<file path="config.mk">
export PLATFORM = sky130hd
export DESIGN_NAME = ris_seq
export DESIGN_NICKNAME = d
export VERILOG_FILES = /design/src/pkg/ris_pkg.sv /design/src/rtl/ris_seq.sv
export VERILOG_INCLUDE_DIRS = /design/src /design/src/pkg
export SDC_FILE = /design/constraint.sdc
export NUM_CORES = 1
export LEC_CHECK = 0
export BUFFER_PORTS_ARGS = -buffer_cell sky130_fd_sc_hd__buf_2
export CAP_MARGIN = 25
export CORE_MARGIN = 3
export CORE_UTILIZATION = 25
export CTS_CLUSTER_SIZE = 8
export DETAILED_ROUTE_END_ITERATION = 10
export PLACE_DENSITY = 0.52
export SETUP_SLACK_MARGIN = 0.3
export SYNTH_ARGS = -nofsm -noshare
export SYNTH_HDL_FRONTEND = slang
export SYNTH_SLANG_ARGS = --single-unit
</file>
<file path="constraint.sdc">
create_clock -name aclk -period 6.8 [get_ports aclk]
set_clock_uncertainty 0.05 [all_clocks]
set_input_delay 0.34 -clock aclk [delete_from_list [all_inputs] [get_ports aclk]]
set_output_delay 0.34 -clock aclk [all_outputs]
set_load 0.02 [all_outputs]
</file>
<file path="src/pkg/ris_cfg.svh">
// Purpose: constants of the reset and interrupt sequencer
// Assumes: aclk is the oscillator reference clock, 50 MHz
// Notes:   cycle counts are in aclk cycles
`ifndef RIS_CFG_SVH
`define RIS_CFG_SVH
// recovery timing, osc_ref_clock cycles
`define RIS_STAB_CYC   4096
`define RIS_DRIVE_CYC  32
`define RIS_HOLD_CYC   32
`define RIS_EXT_MIN    8
`define RIS_WDOG_BITS  18
// cpu address map
`define RIS_RST_VEC    16'hFFFE
`define RIS_TRAP_VEC   16'hFFFC
`define RIS_WDOG_ADDR  16'hFFFF
// register offsets
`define RIS_OFF_CAUSE  8'h00
`define RIS_OFF_CTRL   8'h04
`define RIS_OFF_STAT   8'h08
// reset_cause_flags bit positions
`define RIS_F_POR      7
`define RIS_F_PIN      6
`define RIS_F_WDOG     5
`define RIS_F_OPC      4
`define RIS_F_ADR      3
`define RIS_F_BRN      1
// control bits and reset values
`define RIS_C_STOPEN   0
`define RIS_CTRL_RST   1'b0
// stack steps, high index byte never stacked; axi response codes
`define RIS_PUSH_N     3'h5
`define RIS_OK         2'h0
`define RIS_SLVERR     2'h2
`endif

</file>
<file path="src/pkg/ris_pkg.sv">
// Purpose: types of the reset and interrupt sequencer
// Assumes: AXI4-Lite with 32-bit data
// Notes:   state is one packed struct
package ris_pkg;
    typedef enum logic [5:0] {
        RST_STAB  = 6'h01,
        RST_BROWN = 6'h02,
        RST_DRIVE = 6'h04,
        RST_HOLD  = 6'h08,
        RST_EXT   = 6'h10,
        RST_RUN   = 6'h20
    } ris_rst_e;
    typedef enum logic [2:0] {
        INT_IDLE = 3'h1,
        INT_PUSH = 3'h2,
        INT_VEC  = 3'h4
    } ris_int_e;
    typedef struct packed {
        logic        awvalid;
        logic [7:0]  awaddr;
        logic        wvalid;
        logic [31:0] wdata;
        logic [3:0]  wstrb;
        logic        bready;
        logic        arvalid;
        logic [7:0]  araddr;
        logic        rready;
    } ris_axi_req_s;
    typedef struct packed {
        logic        awready;
        logic        wready;
        logic        bvalid;
        logic [1:0]  bresp;
        logic        arready;
        logic        rvalid;
        logic [31:0] rdata;
        logic [1:0]  rresp;
    } ris_axi_rsp_s;
    typedef struct packed {
        logic        instr_done;
        logic        rti_done;
        logic        rti_imask;
        logic        sei;
        logic        cli;
        logic        swi_exec;
        logic        op_fetch;
        logic        op_illegal;
        logic        stop_exec;
        logic        addr_unmapped;
        logic        wr_valid;
        logic [15:0] wr_addr;
        logic        pll_select;
    } ris_cpu_s;
    typedef struct packed {
        ris_rst_e    rst_st;
        logic [12:0] cnt;
        logic [7:0]  cause;
        logic [7:0]  flags;
        logic        stop_en;
        logic        div4_sel;
        logic [19:0] wdog;
        logic [2:0]  pin_s;
        logic        pin_f;
        logic [2:0]  bo_s;
        logic        bo_f;
        logic [7:0]  ext_cnt;
        ris_int_e    int_st;
        logic [2:0]  step;
        logic [3:0]  prio;
        logic        imask;
        logic [15:0] vec_addr;
        logic        vec_load;
        logic        push;
        logic        flush;
        logic        aw_ok;
        logic [7:0]  awaddr;
        logic        w_ok;
        logic [7:0]  wdata;
        logic        wstrb0;
        logic        bvalid;
        logic [1:0]  bresp;
        logic        rvalid;
        logic [1:0]  rresp;
        logic [31:0] rdata;
    } ris_st_s;
endpackage : ris_pkg

</file>
<file path="src/rtl/ris_seq.sv">
// Purpose: reset recovery sequencing and cpu interrupt entry
// Assumes: aclk is osc_ref_clock; aresetn low is power-up
// Notes:   registers over AXI4-Lite; reset pin is open drain
// Functional notes
// any reset aborts, then loads vector FFFE
// bus clock is osc_ref_clock over four
// long external low resets, sets pin flag
// internal sources drive pin 32 cycles
// hold device reset 32 more cycles
// power-up gates clocks 4096 cycles, pin low
// pin free at 32, fetch at 64
// power-up sets own flag, clears others
// watchdog overflow resets, sets watchdog flag
// any write to FFFF clears watchdog
// brownout holds pin, then power-up timing
// illegal opcode resets, sets bad_opcode_flag
// stop with stop enable 0 is illegal
// unmapped fetch resets; data access does not
// six flags, read-only, cleared by read
// later source may drop earlier flag
// interrupts wait for instruction completion
// stack registers, load vector; return restores
// high index byte is never stacked
// entry sets global mask, no preemption
// highest priority pending wins at boundary
// pending after return served before main
// global mask spares only software trap
// flags in fixed bits, rest zero
`include "ris_cfg.svh"
module ris_seq
    import ris_pkg::*;
#(
    parameter int STAB_CYC  = `RIS_STAB_CYC,
    parameter int DRIVE_CYC = `RIS_DRIVE_CYC,
    parameter int HOLD_CYC  = `RIS_HOLD_CYC,
    parameter int EXT_MIN   = `RIS_EXT_MIN,
    parameter int WDOG_BITS = `RIS_WDOG_BITS
) (
    input  wire logic         aclk,
    input  wire logic         aresetn,
    input  wire ris_axi_req_s axi_req,
    output ris_axi_rsp_s      axi_rsp,
    input  wire ris_cpu_s     cpu,
    input  wire logic [15:1]  irq_req,
    input  wire logic         brownout_in,
    input  wire logic         rst_pin_in,
    output logic              rst_pin_out,
    output logic              rst_pin_oe_n,
    output logic              cpu_reset,
    output logic              clk_gate_n,
    output logic              bus_div4_sel,
    output logic              vec_load,
    output logic [15:0]       vec_addr,
    output logic              stack_push,
    output logic [2:0]        stack_sel,
    output logic              prefetch_flush,
    output logic              imask
);
    // refuse sizes that the counters cannot hold
    if (STAB_CYC < 1 || STAB_CYC > 8192 || DRIVE_CYC < 1 || DRIVE_CYC > 8192 ||
        HOLD_CYC < 1 || HOLD_CYC > 8192 || EXT_MIN < 4 || EXT_MIN > 255 ||
        WDOG_BITS < 2 || WDOG_BITS > 20) begin : g_param_chk
        $error("ris_seq: parameter out of range");
    end

    localparam logic [12:0] STAB_L  = 13'(STAB_CYC - 1);
    localparam logic [12:0] DRIVE_L = 13'(DRIVE_CYC - 1);
    localparam logic [12:0] HOLD_L  = 13'(HOLD_CYC - 1);
    localparam logic [7:0]  EXT_L   = 8'(EXT_MIN - 1);
    localparam logic [19:0] WDOG_L  = 20'((64'h1 << WDOG_BITS) - 1);

    ris_st_s r_reg;
    ris_st_s r_next;

    logic       drive_pin;
    logic       src_int;
    logic [7:0] src_bit;
    logic [3:0] pick;
    logic       take;
    logic       rd_hit;
    logic       wr_go;

    // open-drain pin driven during internal recovery
    assign drive_pin    = r_reg.rst_st inside {RST_STAB, RST_BROWN, RST_DRIVE};
    assign rst_pin_out  = 1'b0;
    assign rst_pin_oe_n = !drive_pin;
    assign cpu_reset    = r_reg.rst_st != RST_RUN;
    assign clk_gate_n   = !(r_reg.rst_st inside {RST_STAB, RST_BROWN});
    assign bus_div4_sel = r_reg.div4_sel;
    assign vec_load     = r_reg.vec_load;
    assign vec_addr     = r_reg.vec_addr;
    assign stack_push   = r_reg.push;
    assign stack_sel    = r_reg.step;
    assign prefetch_flush = r_reg.flush;
    assign imask        = r_reg.imask;

    // axi handshake outputs
    assign axi_rsp.awready = !r_reg.aw_ok && !r_reg.bvalid;
    assign axi_rsp.wready  = !r_reg.w_ok && !r_reg.bvalid;
    assign axi_rsp.bvalid  = r_reg.bvalid;
    assign axi_rsp.bresp   = r_reg.bresp;
    assign axi_rsp.arready = !r_reg.rvalid;
    assign axi_rsp.rvalid  = r_reg.rvalid;
    assign axi_rsp.rdata   = r_reg.rdata;
    assign axi_rsp.rresp   = r_reg.rresp;

    // internal reset sources seen by the cpu
    always_comb begin
        src_bit = 8'h00;
        if (r_reg.rst_st == RST_RUN) begin
            if (r_reg.wdog == WDOG_L)
                src_bit[`RIS_F_WDOG] = 1'b1;
            if (cpu.op_fetch && (cpu.op_illegal || (cpu.stop_exec && !r_reg.stop_en)))
                src_bit[`RIS_F_OPC] = 1'b1;
            if (cpu.op_fetch && cpu.addr_unmapped)
                src_bit[`RIS_F_ADR] = 1'b1;
        end
        src_int = |src_bit;
    end

    // priority pick, lowest index first, trap is zero
    always_comb begin
        pick = 4'h0;
        for (int i = 15; i >= 1; i--) begin
            if (irq_req[i])
                pick = 4'(i);
        end
        if (cpu.swi_exec)
            pick = 4'h0;
        // on a return the stacked mask bit decides, so a pending source goes first
        take = (cpu.instr_done || cpu.rti_done) &&
               (cpu.swi_exec || (|irq_req && !(cpu.rti_done ? cpu.rti_imask : r_reg.imask)));
    end

    assign rd_hit = axi_req.arvalid && !r_reg.rvalid;
    assign wr_go  = r_reg.aw_ok && r_reg.w_ok && !r_reg.bvalid;

    // next state
    always_comb begin
        r_next = r_reg;
        r_next.vec_load = 1'b0;
        r_next.push     = 1'b0;
        r_next.flush    = 1'b0;
        // three-stage pin filters
        r_next.pin_s = {r_reg.pin_s[1:0], rst_pin_in};
        if (r_reg.pin_s[1] == r_reg.pin_s[2])
            r_next.pin_f = r_reg.pin_s[2];
        r_next.bo_s = {r_reg.bo_s[1:0], brownout_in};
        if (r_reg.bo_s[1] == r_reg.bo_s[2])
            r_next.bo_f = r_reg.bo_s[2];
        // external low length while not driven by us
        if (!r_reg.pin_f && !drive_pin && r_reg.ext_cnt != 8'hFF)
            r_next.ext_cnt = r_reg.ext_cnt + 8'h01;
        else if (r_reg.pin_f)
            r_next.ext_cnt = 8'h00;
        // watchdog counter runs only while the cpu runs
        if (r_reg.rst_st != RST_RUN ||
            (cpu.wr_valid && cpu.wr_addr == `RIS_WDOG_ADDR))
            r_next.wdog = 20'h0;
        else
            r_next.wdog = r_reg.wdog + 20'h1;
        r_next.cnt = r_reg.cnt + 13'h1;
        // flags clear on read; a set below still wins
        if (rd_hit && axi_req.araddr == `RIS_OFF_CAUSE)
            r_next.flags = 8'h00;
        unique case (r_reg.rst_st)
            RST_STAB: begin
                if (r_reg.cnt == STAB_L) begin
                    r_next.rst_st = RST_DRIVE;
                    r_next.cnt = 13'h0;
                end
            end
            RST_BROWN: begin
                r_next.cnt = 13'h0;
                if (!r_reg.bo_f)
                    r_next.rst_st = RST_STAB;
            end
            RST_DRIVE: begin
                if (r_reg.cnt == DRIVE_L) begin
                    r_next.rst_st = RST_HOLD;
                    r_next.cnt = 13'h0;
                end
            end
            RST_EXT: begin
                r_next.cnt = 13'h0;
                if (r_reg.pin_f)
                    r_next.rst_st = RST_HOLD;
            end
            RST_HOLD: begin
                if (r_reg.cnt == HOLD_L) begin
                    r_next.rst_st = RST_RUN;
                    r_next.vec_load = 1'b1;
                    r_next.vec_addr = `RIS_RST_VEC;
                    if (r_reg.cause[`RIS_F_POR])
                        r_next.flags = r_reg.cause;
                    else
                        r_next.flags = r_next.flags | r_reg.cause;
                end
            end
            RST_RUN: begin
                r_next.cnt = 13'h0;
                if (cpu.pll_select)
                    r_next.div4_sel = 1'b0;
            end
        endcase
        // new sources restart recovery; later cause replaces earlier
        if (r_reg.rst_st != RST_STAB && r_reg.rst_st != RST_BROWN) begin
            if (src_int) begin
                r_next.rst_st = RST_DRIVE;
                r_next.cnt = 13'h0;
                r_next.cause = src_bit;
            end else if (r_reg.ext_cnt == EXT_L && !r_reg.pin_f) begin
                r_next.rst_st = RST_EXT;
                r_next.cause = 8'h00;
                r_next.cause[`RIS_F_PIN] = 1'b1;
            end
        end
        if (r_reg.bo_f) begin
            r_next.rst_st = RST_BROWN;
            r_next.cause = 8'h00;
            r_next.cause[`RIS_F_BRN] = 1'b1;
        end
        // any reset: abort, slow bus clock, mask on
        if (r_next.rst_st != RST_RUN) begin
            r_next.div4_sel = 1'b1;
            r_next.int_st = INT_IDLE;
            r_next.imask = 1'b1;
            r_next.step = 3'h0;
        end else begin
            unique case (r_reg.int_st)
                INT_IDLE: begin
                    if (cpu.sei)
                        r_next.imask = 1'b1;
                    else if (cpu.cli)
                        r_next.imask = 1'b0;
                    else if (cpu.rti_done)
                        r_next.imask = cpu.rti_imask;
                    if (take) begin
                        r_next.int_st = INT_PUSH;
                        r_next.prio = pick;
                        r_next.imask = 1'b1;
                        r_next.flush = cpu.rti_done;
                        r_next.step = 3'h0;
                    end
                end
                INT_PUSH: begin
                    // pc low, pc high, x, a, ccr; h left off
                    r_next.push = 1'b1;
                    r_next.step = r_reg.step + 3'h1;
                    if (r_reg.step == `RIS_PUSH_N - 3'h1)
                        r_next.int_st = INT_VEC;
                end
                INT_VEC: begin
                    r_next.vec_load = 1'b1;
                    r_next.vec_addr = `RIS_TRAP_VEC - {11'h0, r_reg.prio, 1'b0};
                    r_next.int_st = INT_IDLE;
                    r_next.step = 3'h0;
                end
            endcase
        end
        // axi write path
        if (axi_req.awvalid && !r_reg.aw_ok && !r_reg.bvalid) begin
            r_next.aw_ok = 1'b1;
            r_next.awaddr = axi_req.awaddr;
        end
        if (axi_req.wvalid && !r_reg.w_ok && !r_reg.bvalid) begin
            r_next.w_ok = 1'b1;
            r_next.wdata = axi_req.wdata[7:0];
            r_next.wstrb0 = axi_req.wstrb[0];
        end
        if (wr_go) begin
            r_next.aw_ok = 1'b0;
            r_next.w_ok = 1'b0;
            r_next.bvalid = 1'b1;
            r_next.bresp = `RIS_OK;
            if (r_reg.awaddr == `RIS_OFF_CTRL) begin
                if (r_reg.wstrb0)
                    r_next.stop_en = r_reg.wdata[`RIS_C_STOPEN];
            end else if (r_reg.awaddr != `RIS_OFF_CAUSE && r_reg.awaddr != `RIS_OFF_STAT)
                r_next.bresp = `RIS_SLVERR;
        end
        if (r_reg.bvalid && axi_req.bready)
            r_next.bvalid = 1'b0;
        // axi read path, one cycle answer
        if (rd_hit) begin
            r_next.rvalid = 1'b1;
            r_next.rresp = `RIS_OK;
            r_next.rdata = 32'h0;
            unique case (axi_req.araddr)
                `RIS_OFF_CAUSE: r_next.rdata[7:0] = r_reg.flags;
                `RIS_OFF_CTRL:  r_next.rdata[0] = r_reg.stop_en;
                `RIS_OFF_STAT:  r_next.rdata[15:0] = {r_reg.prio, 1'b0, r_reg.int_st,
                                                     r_reg.imask, r_reg.div4_sel, r_reg.rst_st};
                default:        r_next.rresp = `RIS_SLVERR;
            endcase
        end else if (r_reg.rvalid && axi_req.rready)
            r_next.rvalid = 1'b0;
    end

    // register the state
    always_ff @(posedge aclk) begin
        if (!aresetn) begin
            r_reg <= '0;
            r_reg.rst_st <= RST_STAB;
            r_reg.int_st <= INT_IDLE;
            r_reg.cause <= 8'h80;
            r_reg.pin_s <= 3'h7;
            r_reg.pin_f <= 1'b1;
            r_reg.imask <= 1'b1;
            r_reg.div4_sel <= 1'b1;
            r_reg.stop_en <= `RIS_CTRL_RST;
            r_reg.vec_addr <= `RIS_RST_VEC;
        end else begin
            r_reg <= r_next;
        end
    end
endmodule : ris_seq

</file>
# Word level (Yosys, flattened, before mapping)
# Cells that the tools add are included.
# totals
register_bits,137
in_bits,104
out_inout_bits,69
# op_classes
addsub,5
eq_ne,28
n_mux,62
n_bitwise,5
reduce_logical,61
# ops
operator,count
$mux 8,10
$mux 4,16
$mux 19,3
$mux 17,3
$pmux 13 s3,1
$mux 6,6
$pmux 6 s5,1
$mux 27,1
$eq 8x3->1 const B,3
$logic_and 1x1->1,23
$add 20x1->20 const B,1
$eq 20x18->1 const B,1
$pmux 6 s3,1
$eq 16x16->1 const B,1
$reduce_or 15->1,1
$pmux 7 s2,1
$add 13x1->13 const B,1
$eq 13x12->1 const B,1
$eq 13x5->1 const B,1
$mux 13,1
$ne 6x6->1 const B,2
$mux 1,11
$mux 11,1
$reduce_bool 2->1,5
other kinds (34),65

# Logic depth before layout (Yosys ltp)
# logic_depth
ltp_word,18
depth_mapped,10
depth_no_buf,8

# Worst setup path before layout
# No wires, ideal clock.
# synth_timing
kind,register to register
from,reg r_reg[92] (netlist name)
to,"reg, netlist name vec_addr[2]"
setup_time_ns,0.060
arrival_time_ns,2.285
required_ns,6.690
setup_slack_ns,4.405
stages_incl_launch_ff,9
path_cell_list,dfxtp_1 > or4_1 > or4_4 > o21ai_0 > nor4_1 > nand4b_1 > buf_2 > mux2_1 > nand2_1
# synth_via
elab_chain_len,8
# synth_rtl
item,line,source
start: declaration,ris_seq.sv:72,ris_st_s r_reg;
start signal: assignment,ris_seq.sv:314,r_reg <= r_next;
$eq 8x3->1,ris_seq.sv:212,end else if (r_reg.ext_cnt == EXT_L && !r_reg.pin_f) begin
$logic_and 1x1->1,ris_seq.sv:212,
$mux 6,ris_seq.sv:212,
$mux 6,ris_seq.sv:208,if (src_int) begin
$mux 27,ris_seq.sv:207,if (r_reg.rst_st != RST_STAB && r_reg.rst_st != RST_BROWN) begin
$mux 6,ris_seq.sv:218,if (r_reg.bo_f) begin
$ne 6x6->1,ris_seq.sv:224,if (r_next.rst_st != RST_RUN) begin
$mux 19,ris_seq.sv:224,
# No other way between the ends. The select of a mux whose other input is x is not followed.
# A chain may end at the register's enable or synchronous reset.

# Final worst setup path
# layout_timing
from,reg r_reg[154] (netlist name)
to,"reg, netlist name vec_addr[0]"
# layout_via
elab_chain_len,8
# layout_rtl
item,line,source
$eq 6x4->1 (tied with other cells),ris_seq.sv:166,unique case (r_reg.rst_st)
$pmux 6 s5 / $mux 3 (equally long branches),"ris_seq.sv:166, ris_seq.sv:110",
$mux 6 / $reduce_or 3->1 (equally long branches),"ris_seq.sv:212, ris_seq.sv:118",
$mux 6,ris_seq.sv:208,
$mux 27,ris_seq.sv:207,
$mux 6,ris_seq.sv:218,
$ne 6x6->1,ris_seq.sv:224,
$mux 19 (*),ris_seq.sv:224,
# Every way passes the cells marked *; elsewhere a longest branch is shown, timed or not. The select of a mux whose other input is x is not followed.

==> summary.txt <==
Worst setup path
  • Data arrival, critical path: approximately 3.5 ns
  • Worst Setup EP: vec_addr[0]$_SDFF_PN0_
  • Critical-path maximum fanout: 11
  • R2R depth: 7
  • Reg-to-Reg End: vec_addr[0]$_SDFF_PN0_
  • Worst reg2reg path startpoint: r_reg[154]$_SDFF_PN1_
  • Crit path launch type: register
  • Critical path startpoint: r_reg[154]$_SDFF_PN1_
  • WP data required: around 7.1 ns
  • Crit path capture type: register
  • Worst reg-to-reg setup slack: roughly 3.7 ns
  • Critical path type: reg -> reg

Power and ir drop
  • Total power: ~2 mW
  • PD cells: 275 nW/um^2
  • Worst-case vdd ir drop: 0.123 mV
  • Leak Pwr: 2.81 nW

Detailed routing
  • Total Wirelength: roughly 14000 um
  • Post-route ant nets: 0
  • Initial DRT Pass Iterations: 4
  • Initial DRC count: a little under 300
  • Via count: ~5000
  • Vias/cell: between 4 and 5
  • Drt drc: 0
  • WL per Instance: around 12 um

Layout
  • Post-Route Utilization: between 30% and 40%
  • Nets: approximately 900
  • Most common cell after layout, fill and taps aside: dfxtp_1
  • Commonest non-fill, non-tap cells in the layout: 132 x dfxtp_1, 123 x nor2_1, 118 x buf_2
  • Layout cell share with drive strength beyond 1: 20.8%
  • Post-route design area: 7220 sq um
  • Synthesis-to-layout area growth: 19.6%
  • Largest register FFs: 85
  • ANT cells: 0

Clock tree
  • Post-cts repair resize count: 0
  • Cts bufs inserted: 17
  • Postcts setup bufs: 0
  • Clock buffer depth: 2
  • Worst-Skew Late Latency: 0.41 ns
  • CTS root buf: clkbuf_16
  • Sink Count: 132
  • Worst-path clk slew: around 0.060 ns
  • Max H-tree Level: 4
  • CTS tree: done
  • Hold_buf cts: 0

Flow run
  • Max cap viols: 0

STA
  • Final setup fails: 0
  • Max-slew headroom: roughly two fifths
  • Slew Limit Fails: 0
  • Fmax: around 320 MHz
  • Fin Setup TNS: 0 ns
  • Worst-Margin Slew: ~0.92 ns
  • Final Cycle Share: approximately 46%
  • Endpoints failing hold: 0
  • RSZ-0062 raised after global routing: no
  • Min Tclk post-route: roughly 3.1 ns

Die
  • Die Area: around 26000 sq um
  • Core area: 23600 sq um
  • Initial Utilization: 25.6%
  • Die extent in y: ~160 um
  • FP Rows: 56
  • I/O pins: 173
  • Die width: around 160 um

Place
  • Placed inst area: 6600 sq um
  • DP HPWL: a little over 10000 um
  • GP Congestion: 0.785
  • Port Buffers: approximately 120

Outcome
  • Status: completed

Yosys
  • Number of synthesized register bits: between 100 and 150
  • Yosys cell types: 59
  • Post-synth design cell area: a little over 6000 sq um
  • Synth Warn #: 0
  • Ys flop type: dfxtp_1
  • FFs w/ async S/R, synth: 0%
  • Post-Synthesis Cells: 717
  • Post-synth EDFFs: 0
  • Register area share after synthesis: 43.7%
  • Syn Area/Cell: roughly 8.4 sq um

Global route
  • First-pass GRT wire length: about 23000 um
  • Antenna violations before repair: 0
  • Vias in the first global route: 4602
  • Grt ovf: 0
  • GRT Overall Usage: 10.7%
  • Pin count of the biggest net entering global routing: 41

Worst hold path
  • Min-delay worst type: in -> reg
[worst max-delay path: stages, from the launching register on]
cell and delay, ns:
dfxtp_1 0.44, or4_4 0.60, nor3b_2 0.42, nand4_1 0.33, nor4bb_1 0.24, nand4b_1 0.37, and3_1 0.46, and2_1 0.17
[Yosys cell counts, types with 6 or more instances]
| master | instances | area share [%] |
|---|---|---|
| nor2_1 | 123 | 7.6 |
| a22oi_1 | 14 | 1.7 |
| buf_4 | 58 | 7.2 |
| nor3b_1 | 6 | 0.75 |
| a21oi_1 | 38 | 3.1 |
| clkbuf_1 | 21 | 1.3 |
| ha_1 | 6 | 1.2 |
| xnor2_1 | 15 | 2.2 |
| a222oi_1 | 7 | 1.2 |
| nand4_1 | 14 | 1.4 |
| xor2_1 | 17 | 2.5 |
| and2_1 | 11 | 1.1 |
| nand3_1 | 21 | 1.7 |
| nor4_1 | 12 | 1.2 |
| nand2_1 | 56 | 3.5 |
| a31oi_1 | 6 | 0.62 |
| nor3_1 | 12 | 0.99 |
| and3_1 | 11 | 1.1 |
| o21ai_0 | 12 | 0.99 |
| nand2b_1 | 19 | 2.0 |
| inv_1 | 16 | 0.99 |
| o21ai_1 | 7 | 0.58 |
| mux2i_1 | 11 | 1.8 |
| dfxtp_1 | 132 | 44 |
[power by group]
group	total [mW]	leakage [nW]	internal (mW)	switching (mW)
clock	0.959	0.302	0.602	0.357
sequential	0.815	1.07	0.792	0.0234
combinational	0.210	1.44	0.0790	0.131
[stage by stage]
stage	worst slack [ns]	instances	hold WS (ns)
3_3_place_gp	3.63	1093	0.338
5_1_grt	3.32	1125	0.0409
6_report	3.65	1125	0.0622
4_1_cts	3.63	1125	0.0407
2_1_floorplan	4.40	736	0.336
3_5_place_dp	3.64	1093	0.351
[cells by family (layout without fill, tap and decap cells)]
kind of cell / count (synthesis) / count (layout) / synth area share (%)
other cells: 1 / 20 / 0.0621
flops: 132 / 132 / 43.7
buf+inv: 104 / 174 / 10.3
simple gates: 319 / 319 / 26.3
compound gates: 110 / 110 / 11.6
fa+ha+maj: 6 / 6 / 1.24
xor+xnor: 32 / 32 / 4.64
mux: 13 / 13 / 2.20
[layout make-up]
class / count / area (sq um)
Clock buffer: 19 / 453
Clock inverter: 13 / 174
Fill cell: 2557 / 16400
Inverter: 19 / 71.3
Multi-Input combinational cell: 500 / 2860
Sequential cell: 132 / 2640
Tap cell: 319 / 399
Timing Repair Buffer: 123 / 628
[worst min path at each step]
stage / start / cells after the start / endpoint / slack [ns]
final: axi_req[0] / 2 / axi_rsp[34]$_SDFFE_PN0P_ / 0.06
after global routing: axi_req[0] / 2 / axi_rsp[34]$_SDFFE_PN0P_ / 0.04
after CTS: axi_req[0] / 2 / axi_rsp[34]$_SDFFE_PN0P_ / 0.04
after detailed placement: r_next[101]$_SDFF_PN1_ / 1 / r_next[102]$_SDFF_PN1_ / 0.35
after global placement: r_next[101]$_SDFF_PN1_ / 1 / r_next[102]$_SDFF_PN1_ / 0.34
after floorplan: r_next[101]$_SDFF_PN1_ / 1 / r_next[102]$_SDFF_PN1_ / 0.34
[layer usage]
metal | global-route usage (%) | part of all wire, % | vias up
met3 | 3.03 | 5.2 | 17
met5 | 0 | 0 | -
li1 | - | - | 2556
met4 | 3.32 | 1.3 | 0
met1 | 13.6 | 47 | 2282
met2 | 17.6 | 46 | 117
Note: power is estimated with default switching activity, not from simulation.
